===== config.mk =====
export PLATFORM = sky130hd
export DESIGN_NAME = ppg_top
export DESIGN_NICKNAME = d
export VERILOG_FILES = /design/src/inc/ppg_pkg.sv /design/src/hw/ppg_top.sv
export SDC_FILE = /design/constraint.sdc
export NUM_CORES = 2
export LEC_CHECK = 0
export BUFFER_PORTS_ARGS = -buffer_cell sky130_fd_sc_hd__buf_2
export CAP_MARGIN = 10
export CORE_ASPECT_RATIO = 0.6
export CORE_UTILIZATION = 58
export DETAILED_ROUTE_END_ITERATION = 7
export PLACE_DENSITY = 0.75
export SETUP_SLACK_MARGIN = 0.2
export SYNTH_ARGS = -nofsm -noshare
export SYNTH_HDL_FRONTEND = slang
export SYNTH_SLANG_ARGS = --single-unit

===== constraint.sdc =====
create_clock -name MCLK_IN -period 34.2 [get_ports MCLK_IN]
set_input_delay 1.71 -clock MCLK_IN [delete_from_list [all_inputs] [get_ports MCLK_IN]]
set_output_delay 1.71 -clock MCLK_IN [all_outputs]
set_load 0.02 [all_outputs]

===== src/inc/ppg_pkg.sv =====
// Constants and register map of the multi-channel power PWM generator
package ppg_pkg;
   localparam int DATA_W = 16;
   localparam int ADDR_W = 8;
   localparam int CH_MAX = 15;
   // Global registers, upper address nibble zero
   localparam logic [3:0] TB_CTRL_OFS = 4'h0;
   localparam logic [3:0] PERIOD_OFS = 4'h1;
   localparam logic [3:0] MDUTY_OFS = 4'h2;
   localparam logic [3:0] SEV_OFS = 4'h3;
   localparam logic [3:0] INT_STAT_OFS = 4'h4;
   localparam logic [3:0] INT_MASK_OFS = 4'h5;
   localparam logic [3:0] TB_CNT_OFS = 4'h6;
   // Channel registers, upper address nibble is channel plus one
   localparam logic [3:0] CH_CTRL_OFS = 4'h0;
   localparam logic [3:0] DUTY_OFS = 4'h1;
   localparam logic [3:0] PHASE_OFS = 4'h2;
   localparam logic [3:0] DEAD_OFS = 4'h3;
   localparam logic [3:0] OUT_CTRL_OFS = 4'h4;
   localparam logic [3:0] TRIG_OFS = 4'h5;
   localparam logic [3:0] STRIG_OFS = 4'h6;
   localparam logic [3:0] TRG_CTRL_OFS = 4'h7;
   localparam logic [3:0] CH_PERIOD_OFS = 4'h8;
   localparam logic [3:0] CH_CNT_OFS = 4'h9;
   // Time-base control fields
   localparam int MODULE_ENABLE_BIT = 15;
   localparam int IMMEDIATE_PERIOD_UPDATE_BIT = 10;
   // Channel control fields
   localparam int INDEPENDENT_TIME_BASE_SEL = 9;
   localparam int MASTER_DUTY_SEL = 8;
   localparam int IMMEDIATE_UPDATE_BIT = 0;
   // Output control fields
   localparam int HIGH_PIN_OWNERSHIP = 15;
   localparam int LOW_PIN_OWNERSHIP = 14;
   localparam int MODE_HI = 11;
   localparam int MODE_LO = 10;
   localparam int HIGH_OVERRIDE_ENABLE = 9;
   localparam int LOW_OVERRIDE_ENABLE = 8;
   localparam int OVR_DATA_HI = 7;
   localparam int OVR_DATA_LO = 6;
   localparam int SWAP_BIT = 1;
   localparam int OVR_SYNC_BIT = 0;
   // Trigger control fields
   localparam int TRG_DIV_HI = 15;
   localparam int TRG_DIV_LO = 12;
   localparam int TRG_STRT_HI = 5;
   localparam int TRG_STRT_LO = 0;
   typedef enum logic [1:0] {
      MODE_COMP = 2'b00,
      MODE_REDUNDANT = 2'b01,
      MODE_PUSH_PULL = 2'b10,
      MODE_INDEP = 2'b11
   } ppg_mode_t;
   localparam logic [15:0] RESET_VAL = 16'h0000;
   localparam logic [15:0] ONE = 16'h0001;
endpackage


===== src/hw/ppg_top.sv =====
// Multi-channel power PWM generator with triggers and interrupt
//
// The strobed register port and the address map were chosen for this implementation.
`timescale 1ns/1ps
module ppg_top
   import ppg_pkg::*;
#(
   parameter int CH_NUM = 4
) (
   input wire logic MCLK_IN,
   input wire logic RST_IN,
   input wire logic [ADDR_W-1:0] ADDR_IN,
   input wire logic [DATA_W-1:0] WDATA_IN,
   input wire logic WR_IN,
   input wire logic RD_IN,
   output logic [DATA_W-1:0] RDATA_OUT,
   output logic [CH_NUM-1:0] PWM_H_OUT,
   output logic [CH_NUM-1:0] PWM_L_OUT,
   output logic [CH_NUM-1:0] PWM_H_OE_OUT,
   output logic [CH_NUM-1:0] PWM_L_OE_OUT,
   output logic [CH_NUM-1:0] TRIG1_OUT,
   output logic [CH_NUM-1:0] TRIG2_OUT,
   output logic SEV_TRIG_OUT,
   output logic IRQ_OUT
);
   if (CH_NUM < 1 || CH_NUM > CH_MAX) begin : g_bad_ch
      $error("CH_NUM must lie between 1 and 15");
   end

   logic [15:0] tb_ctrl_reg, period_buf_reg, period_reg, mduty_reg, sev_reg;
   logic [15:0] int_stat_reg, int_mask_reg, master_cnt_reg;
   logic [15:0] ch_ctrl_reg [CH_NUM];
   logic [15:0] duty_buf_reg [CH_NUM];
   logic [15:0] duty_reg [CH_NUM];
   logic [15:0] phase_buf_reg [CH_NUM];
   logic [15:0] dead_reg [CH_NUM];
   logic [15:0] out_ctrl_reg [CH_NUM];
   logic [15:0] trig_reg [CH_NUM];
   logic [15:0] strig_reg [CH_NUM];
   logic [15:0] trg_ctrl_reg [CH_NUM];
   logic [15:0] cper_buf_reg [CH_NUM];
   logic [15:0] cper_reg [CH_NUM];
   logic [15:0] cnt_reg [CH_NUM];
   logic [15:0] dt_cnt_reg [CH_NUM];
   logic [3:0] ovr_act_reg [CH_NUM];
   logic [5:0] strt_cnt_reg [CH_NUM];
   logic [3:0] div1_reg [CH_NUM];
   logic [3:0] div2_reg [CH_NUM];
   logic [CH_NUM-1:0] pp_reg, raw_q_reg, swap_q_reg;

   logic enable, master_roll, gl_sel;
   logic [3:0] sel_ch;
   logic [15:0] int_stat_next;
   logic [CH_NUM-1:0] wrap, bnd, raw, blank, gen_h, gen_l, hit1, hit2, started;
   logic [15:0] cur_per [CH_NUM];
   logic [3:0] ovr_eff [CH_NUM];

   assign enable = tb_ctrl_reg[MODULE_ENABLE_BIT];
   assign master_roll = enable && (master_cnt_reg >= period_reg);
   assign gl_sel = (ADDR_IN[7:4] == 4'h0);
   assign sel_ch = ADDR_IN[7:4] - 4'h1;

   // Per-channel time base, waveform and trigger match terms
   always_comb begin
      for (int i = 0; i < CH_NUM; i++) begin
         logic independent_time_base_sel;
         logic [1:0] md;
         logic bh, bl, sw;
         independent_time_base_sel = ch_ctrl_reg[i][INDEPENDENT_TIME_BASE_SEL];
         md = out_ctrl_reg[i][MODE_HI:MODE_LO];
         cur_per[i] = independent_time_base_sel ? cper_reg[i] : period_reg;
         wrap[i] = enable && (cnt_reg[i] >= cur_per[i]);
         bnd[i] = independent_time_base_sel ? wrap[i] : master_roll;
         raw[i] = enable && (cnt_reg[i] < duty_reg[i]);
         bh = raw[i];
         bl = raw[i];
         if (md == MODE_COMP) begin
            bl = enable && !raw[i];
         end else if (md == MODE_PUSH_PULL) begin
            bh = raw[i] && !pp_reg[i];
            bl = raw[i] && pp_reg[i];
         end
         sw = out_ctrl_reg[i][SWAP_BIT];
         gen_h[i] = sw ? bl : bh;
         gen_l[i] = sw ? bh : bl;
         blank[i] = (md == MODE_COMP) && (dt_cnt_reg[i] != RESET_VAL ||
                    ((raw[i] != raw_q_reg[i] || sw != swap_q_reg[i]) &&
                     dead_reg[i] != RESET_VAL));
         hit1[i] = enable && (cnt_reg[i] == trig_reg[i]);
         hit2[i] = enable && (cnt_reg[i] == strig_reg[i]);
         started[i] = (strt_cnt_reg[i] == trg_ctrl_reg[i][TRG_STRT_HI:TRG_STRT_LO]);
         // Unsynced override skips the boundary capture stage
         ovr_eff[i] = out_ctrl_reg[i][OVR_SYNC_BIT] ? ovr_act_reg[i]
                      : {out_ctrl_reg[i][HIGH_OVERRIDE_ENABLE:LOW_OVERRIDE_ENABLE],
                         out_ctrl_reg[i][OVR_DATA_HI:OVR_DATA_LO]};
      end
   end

   // Global control registers
   always_ff @(posedge MCLK_IN or posedge RST_IN) begin
      if (RST_IN) begin
         tb_ctrl_reg <= RESET_VAL;
         period_buf_reg <= RESET_VAL;
         mduty_reg <= RESET_VAL;
         sev_reg <= RESET_VAL;
         int_mask_reg <= RESET_VAL;
      end else if (WR_IN && gl_sel) begin
         case (ADDR_IN[3:0])
            TB_CTRL_OFS: tb_ctrl_reg <= WDATA_IN;
            PERIOD_OFS: period_buf_reg <= WDATA_IN;
            MDUTY_OFS: mduty_reg <= WDATA_IN;
            SEV_OFS: sev_reg <= WDATA_IN;
            INT_MASK_OFS: int_mask_reg <= WDATA_IN;
            default: ;
         endcase
      end
   end

   // Master time base and its period
   always_ff @(posedge MCLK_IN or posedge RST_IN) begin
      if (RST_IN) begin
         master_cnt_reg <= RESET_VAL;
         period_reg <= RESET_VAL;
      end else begin
         if (!enable) begin
            master_cnt_reg <= RESET_VAL;
         end else if (master_roll) begin
            master_cnt_reg <= RESET_VAL;
         end else begin
            master_cnt_reg <= master_cnt_reg + ONE;
         end
         if (tb_ctrl_reg[IMMEDIATE_PERIOD_UPDATE_BIT] || master_roll || !enable) begin
            period_reg <= period_buf_reg;
         end
      end
   end

   // Channel registers written by software
   always_ff @(posedge MCLK_IN or posedge RST_IN) begin
      if (RST_IN) begin
         for (int i = 0; i < CH_NUM; i++) begin
            ch_ctrl_reg[i] <= RESET_VAL;
            duty_buf_reg[i] <= RESET_VAL;
            phase_buf_reg[i] <= RESET_VAL;
            dead_reg[i] <= RESET_VAL;
            out_ctrl_reg[i] <= RESET_VAL;
            trig_reg[i] <= RESET_VAL;
            strig_reg[i] <= RESET_VAL;
            trg_ctrl_reg[i] <= RESET_VAL;
            cper_buf_reg[i] <= RESET_VAL;
         end
      end else if (WR_IN && !gl_sel) begin
         for (int i = 0; i < CH_NUM; i++) begin
            if (sel_ch == 4'(i)) begin
               case (ADDR_IN[3:0])
                  CH_CTRL_OFS: ch_ctrl_reg[i] <= WDATA_IN;
                  DUTY_OFS: duty_buf_reg[i] <= WDATA_IN;
                  PHASE_OFS: phase_buf_reg[i] <= WDATA_IN;
                  DEAD_OFS: dead_reg[i] <= WDATA_IN;
                  OUT_CTRL_OFS: out_ctrl_reg[i] <= WDATA_IN;
                  TRIG_OFS: trig_reg[i] <= WDATA_IN;
                  STRIG_OFS: strig_reg[i] <= WDATA_IN;
                  TRG_CTRL_OFS: trg_ctrl_reg[i] <= WDATA_IN;
                  CH_PERIOD_OFS: cper_buf_reg[i] <= WDATA_IN;
                  default: ;
               endcase
            end
         end
      end
   end

   // Channel time bases and active copies of buffered values
   always_ff @(posedge MCLK_IN or posedge RST_IN) begin
      if (RST_IN) begin
         for (int i = 0; i < CH_NUM; i++) begin
            cnt_reg[i] <= RESET_VAL;
            duty_reg[i] <= RESET_VAL;
            cper_reg[i] <= RESET_VAL;
            pp_reg[i] <= 1'b0;
         end
      end else begin
         for (int i = 0; i < CH_NUM; i++) begin
            if (!enable) begin
               cnt_reg[i] <= RESET_VAL;
               pp_reg[i] <= 1'b0;
            end else if (bnd[i] && !ch_ctrl_reg[i][INDEPENDENT_TIME_BASE_SEL]) begin
               cnt_reg[i] <= phase_buf_reg[i];
            end else if (wrap[i]) begin
               cnt_reg[i] <= RESET_VAL;
            end else begin
               cnt_reg[i] <= cnt_reg[i] + ONE;
            end
            if (enable && (wrap[i] || bnd[i])) begin
               pp_reg[i] <= !pp_reg[i];
            end
            if (ch_ctrl_reg[i][IMMEDIATE_UPDATE_BIT] || bnd[i] || !enable) begin
               duty_reg[i] <= ch_ctrl_reg[i][MASTER_DUTY_SEL] ? mduty_reg
                                                              : duty_buf_reg[i];
            end
            if (tb_ctrl_reg[IMMEDIATE_PERIOD_UPDATE_BIT] || bnd[i] || !enable) begin
               cper_reg[i] <= cper_buf_reg[i];
            end
         end
      end
   end

   // Dead-time blanking and override capture
   always_ff @(posedge MCLK_IN or posedge RST_IN) begin
      if (RST_IN) begin
         for (int i = 0; i < CH_NUM; i++) begin
            dt_cnt_reg[i] <= RESET_VAL;
            ovr_act_reg[i] <= 4'h0;
            raw_q_reg[i] <= 1'b0;
            swap_q_reg[i] <= 1'b0;
         end
      end else begin
         for (int i = 0; i < CH_NUM; i++) begin
            raw_q_reg[i] <= raw[i];
            swap_q_reg[i] <= out_ctrl_reg[i][SWAP_BIT];
            if ((raw[i] != raw_q_reg[i] || out_ctrl_reg[i][SWAP_BIT] != swap_q_reg[i])
                && dead_reg[i] != RESET_VAL) begin
               dt_cnt_reg[i] <= dead_reg[i] - ONE;
            end else if (dt_cnt_reg[i] != RESET_VAL) begin
               dt_cnt_reg[i] <= dt_cnt_reg[i] - ONE;
            end
            if (!out_ctrl_reg[i][OVR_SYNC_BIT] || bnd[i] || !enable) begin
               ovr_act_reg[i] <= {out_ctrl_reg[i][HIGH_OVERRIDE_ENABLE:LOW_OVERRIDE_ENABLE],
                                  out_ctrl_reg[i][OVR_DATA_HI:OVR_DATA_LO]};
            end
         end
      end
   end

   // Registered pin drive with ownership and override
   always_ff @(posedge MCLK_IN or posedge RST_IN) begin
      if (RST_IN) begin
         PWM_H_OUT <= '0;
         PWM_L_OUT <= '0;
         PWM_H_OE_OUT <= '0;
         PWM_L_OE_OUT <= '0;
      end else begin
         for (int i = 0; i < CH_NUM; i++) begin
            PWM_H_OE_OUT[i] <= out_ctrl_reg[i][HIGH_PIN_OWNERSHIP];
            PWM_L_OE_OUT[i] <= out_ctrl_reg[i][LOW_PIN_OWNERSHIP];
            PWM_H_OUT[i] <= ovr_eff[i][3] ? ovr_eff[i][1]
                                           : (gen_h[i] && !blank[i]);
            PWM_L_OUT[i] <= ovr_eff[i][2] ? ovr_eff[i][0]
                                           : (gen_l[i] && !blank[i]);
         end
      end
   end

   // Trigger start delay, dividers and trigger pulses
   always_ff @(posedge MCLK_IN or posedge RST_IN) begin
      if (RST_IN) begin
         TRIG1_OUT <= '0;
         TRIG2_OUT <= '0;
         for (int i = 0; i < CH_NUM; i++) begin
            strt_cnt_reg[i] <= 6'h00;
            div1_reg[i] <= 4'h0;
            div2_reg[i] <= 4'h0;
         end
      end else begin
         for (int i = 0; i < CH_NUM; i++) begin
            TRIG1_OUT[i] <= 1'b0;
            TRIG2_OUT[i] <= 1'b0;
            if (!enable) begin
               strt_cnt_reg[i] <= 6'h00;
               div1_reg[i] <= 4'h0;
               div2_reg[i] <= 4'h0;
            end else begin
               if (!started[i] && wrap[i]) begin
                  strt_cnt_reg[i] <= strt_cnt_reg[i] + 6'h01;
               end
               if (started[i] && hit1[i]) begin
                  if (div1_reg[i] == trg_ctrl_reg[i][TRG_DIV_HI:TRG_DIV_LO]) begin
                     div1_reg[i] <= 4'h0;
                     TRIG1_OUT[i] <= 1'b1;
                  end else begin
                     div1_reg[i] <= div1_reg[i] + 4'h1;
                  end
               end
               if (started[i] && hit2[i]) begin
                  if (div2_reg[i] == trg_ctrl_reg[i][TRG_DIV_HI:TRG_DIV_LO]) begin
                     div2_reg[i] <= 4'h0;
                     TRIG2_OUT[i] <= 1'b1;
                  end else begin
                     div2_reg[i] <= div2_reg[i] + 4'h1;
                  end
               end
            end
         end
      end
   end

   // Interrupt status: set wins over a write-one clear
   always_comb begin
      int_stat_next = int_stat_reg;
      if (WR_IN && gl_sel && ADDR_IN[3:0] == INT_STAT_OFS) begin
         int_stat_next = int_stat_reg & ~WDATA_IN;
      end
      if (enable && master_cnt_reg == sev_reg) begin
         int_stat_next[0] = 1'b1;
      end
      for (int i = 0; i < CH_NUM; i++) begin
         if (TRIG1_OUT[i]) begin
            int_stat_next[i+1] = 1'b1;
         end
      end
   end

   always_ff @(posedge MCLK_IN or posedge RST_IN) begin
      if (RST_IN) begin
         int_stat_reg <= RESET_VAL;
         IRQ_OUT <= 1'b0;
         SEV_TRIG_OUT <= 1'b0;
      end else begin
         int_stat_reg <= int_stat_next;
         IRQ_OUT <= |(int_stat_next & int_mask_reg);
         SEV_TRIG_OUT <= enable && (master_cnt_reg == sev_reg);
      end
   end

   // Read data, one cycle after the read strobe
   always_ff @(posedge MCLK_IN or posedge RST_IN) begin
      if (RST_IN) begin
         RDATA_OUT <= RESET_VAL;
      end else begin
         RDATA_OUT <= RESET_VAL;
         if (RD_IN && gl_sel) begin
            case (ADDR_IN[3:0])
               TB_CTRL_OFS: RDATA_OUT <= tb_ctrl_reg;
               PERIOD_OFS: RDATA_OUT <= period_buf_reg;
               MDUTY_OFS: RDATA_OUT <= mduty_reg;
               SEV_OFS: RDATA_OUT <= sev_reg;
               INT_STAT_OFS: RDATA_OUT <= int_stat_reg;
               INT_MASK_OFS: RDATA_OUT <= int_mask_reg;
               TB_CNT_OFS: RDATA_OUT <= master_cnt_reg;
               default: RDATA_OUT <= RESET_VAL;
            endcase
         end else if (RD_IN) begin
            for (int i = 0; i < CH_NUM; i++) begin
               if (sel_ch == 4'(i)) begin
                  case (ADDR_IN[3:0])
                     CH_CTRL_OFS: RDATA_OUT <= ch_ctrl_reg[i];
                     DUTY_OFS: RDATA_OUT <= duty_buf_reg[i];
                     PHASE_OFS: RDATA_OUT <= phase_buf_reg[i];
                     DEAD_OFS: RDATA_OUT <= dead_reg[i];
                     OUT_CTRL_OFS: RDATA_OUT <= out_ctrl_reg[i];
                     TRIG_OFS: RDATA_OUT <= trig_reg[i];
                     STRIG_OFS: RDATA_OUT <= strig_reg[i];
                     TRG_CTRL_OFS: RDATA_OUT <= trg_ctrl_reg[i];
                     CH_PERIOD_OFS: RDATA_OUT <= cper_buf_reg[i];
                     CH_CNT_OFS: RDATA_OUT <= cnt_reg[i];
                     default: RDATA_OUT <= RESET_VAL;
                  endcase
               end
            end
         end
      end
   end
endmodule


==> results.yml <==
setup_path:
  reg2regPathDepth: 10
  r2r_start: "period_reg[12]"
  startpoint: "period_reg[12]"
  cp.required_ns: 34.81
  worstPathMaxFanout: 16
  critical_path_arrival_ns: 5.73
  crit_type: "flop to flop"
  crit_path_end_kind: "flop"
  crit_path_start_kind: "flop"
floorplan:
  die_h_um: 242
  die_x_um: 403
  initial_core_util: 0.590
  row_count: 87
  ios: 70
  core_area_sq_um: 94700
  die-area_sq_um: 97600
sta:
  period_share: 0.150
  fin_crit_ns: 5.12
  skew_ns: 0.0315
  setup_violations: 0
  rsz0062_at_grt: "false"
  timing.setup.tns_ns: 0
  worst_slack_ns: 29.08
  tightest_slew_ns: 1.34
  drv_slew: 0
  timing.slew.headroom: 0.110
  timing.fmax_mhz: 195
  hold_viol_final: 0
routing:
  routed_wl_mm: 197
  drc: 2
  dr.pass1.iters: 8
  first_iter_violations: 6861
  via_per_inst: 7.04
  via_count: 43300
  antenna_left: 0
  avgRoutedWirePerCell_um: 32.0
synth:
  ys.flop_type: "dfrtp_1"
  yosys.area.top_type_share: 0.486
  synth_nets: 5036
  synth_area_per_cell_sq_um: 11.5
  synth_top_family_by_area: "multiplexers"
  yosys-mux-area-fraction: 0.193
  ys_seq_area_frac: 0.486
  synth-edff-count: 0
  synth-xor-area-share: 0.0567
  syn_area_sq_um: 55900
  yosys-top-cells-area: "dfrtp_1 49%, mux2_2 15%, mux2i_1 3.9%, xnor2_1 3.8%, ha_1 3.6%"
  ys_types: 86
  synth_cells: 4847
  ys_seq_elements: 1086
  yosys.area_share.adder: 0.0360
  synthArstFlopShare: 1.00
  yosysWarnings: 0
  synth_compound_area_frac: 0.111
  yosysTopAreaCell: "dfrtp_1"
  yosys.area_share.simple: 0.0858
global_routing:
  use_met3: 0.212
  grt_pass1_wl_mm: 289
  use_met2: 0.516
  met1_usage: 0.573
  grtUsageTotal: 0.403
  grt_max_degree: 120
  antenna_found_initial: 12
  top_usage_layer: "met1"
  grt_pass1_vias: 41500
  grt_overflow: 0
clock_network:
  clkSinkCount: 1086
  htree_levels: 3
  cts_setup_buffers: 0
  clk_pin_slew_ns: 0.07
  cts_root_buffer: "clkbuf_16"
  clk_latency_ns: 0.73
  cts_resized: 0
  ctsHoldBuffers: 0
  cts_tree: "built"
  numCtsBuffers: 100
  cts_buffer_depth: 3
power:
  p_clk_frac: 0.380
  p_sw_frac: 0.290
  vdd_ir_drop_max_mv: 0.0449
  powerDensity_nw_per_um2: 50.6
  power_frac_comb: 0.144
  pwr-share-seq: 0.476
  power.leakage_nw: 28.3
  intPower_mw: 2.19
  p_switching_mw: 0.896
outcome:
  violations: "design-rule violations"
  outcome: "finished with violations"
placement:
  dp_hpwl_mm: 135
  routabilityCongestion: 1.01
  dp_slack_ns: 28.23
  io_buffers: 69
min_path:
  worstHoldStart: "out_ctrl_reg[47]"
  hp-class: "flop to flop"
  hold_depth: 0
cells_and_area:
  synthToLayoutAreaGrowth_pct: 9.10
  final_nets: 5010
  drive_above_1_share: 0.247
  final.fill_count: 7262
flow_run:
  maxCapViolCount: 0
## cells in the mapped netlist (108+ instances only)
| cell | n |
|---|---|
| a21oi_1 | 125 |
| a22oi_1 | 157 |
| clkbuf_1 | 269 |
| dfrtp_1 | 1086 |
| ha_1 | 161 |
| inv_1 | 108 |
| mux2_2 | 764 |
| mux2i_1 | 217 |
| nand2_1 | 226 |
| nand3_1 | 120 |
| nor2_1 | 249 |
| xnor2_1 | 241 |
| xor2_1 | 121 |
## worst paths after layout
check,endpoint,slack (ns)
worst max register to register,duty_reg[0],29.08
worst max-delay path,duty_reg[0],29.08
worst min-delay path,PWM_H_OE_OUT[1],0.44
min in group asynchronous,PWM_L_OE_OUT[1],1.17
worst min register to register,PWM_H_OE_OUT[1],0.44
max in group asynchronous,out_ctrl_reg[9],29.14
## metrics by stage
step	util	power, mW	hold WS [ns]	cells	area [sq um]
finish	0.644	3.09	0.443	6153	61000
global route	0.644	3.18	0.452	6143	61000
CTS	0.644	3.07	0.445	6140	60900
detailed placement	0.608	1.92	0.443	5965	57600
global placement	0.608	1.90	0.424	5965	57600
floorplan	-	1.76	0.352	4847	55900
## area by class of cell
| cell class | count | area, sq um | share of cell area |
|---|---|---|---|
| flip-flops and latches | 1086 | 27200 | 0.446 |
| diodes | 13 | 32.5 | 0.000533 |
| multi-input cells | 3322 | 27100 | 0.445 |
| inverters | 110 | 424 | 0.00696 |
| clock buffers | 136 | 2880 | 0.0472 |
| well taps | 1246 | 1560 | 0.0256 |
| clock inverters | 39 | 444 | 0.00728 |
| repair buffers | 201 | 1350 | 0.0221 |
## layer usage
layer / vias up / share of wire
li1: 17700 / -
met1: 21800 / 0.40
met2: 3225 / 0.38
met3: 540 / 0.17
met4: 16 / 0.039
met5: - / 0.0016
## power by group through the flow
stage	sequential (mW)	clock, mW	combinational, mW
after floorplan	1.45	0	0.305
after global placement	1.48	0	0.419
after detailed placement	1.49	0	0.431
after CTS	1.46	1.17	0.434
after global routing	1.48	1.22	0.480
final	1.47	1.17	0.445
## layout by cell type (no fill, tap or decap), types with 78 or more instances in the layout
| cell type | n |
|---|---|
| nor2_1 | 242 |
| o21ai_0 | 96 |
| nand2_1 | 226 |
| xor2_1 | 121 |
| dfrtp_1 | 1085 |
| clkbuf_16 | 102 |
| ha_1 | 161 |
| mux2i_1 | 217 |
| mux2_2 | 764 |
| nand3_1 | 120 |
| buf_4 | 131 |
| inv_1 | 106 |
| a21oi_1 | 125 |
| xnor2_1 | 241 |
| a22oi_1 | 157 |
| a221oi_1 | 78 |
## kinds of logic after synthesis
kind of cell,Yosys count
muxes,984
AOI/OAI and AO/OA,846
adders and majority gates,161
xor gates and xnor gates,362
DFF,1086
and+or+nand+nor,969
buffers and inverters,439
## worst max-delay path, stage by stage (launching register included)
cell and delay, ns:
dfrtp_1 0.89, mux2i_1 0.40, ha_1 0.30, a21o_1 0.17
a21o_1 0.17, a21oi_1 0.31, o21ai_0 0.22, a21oi_1 1.03
a31o_2 0.30, nand2b_1 0.63, mux2_1 0.57
Note: power is estimated with default switching activity, not from simulation.
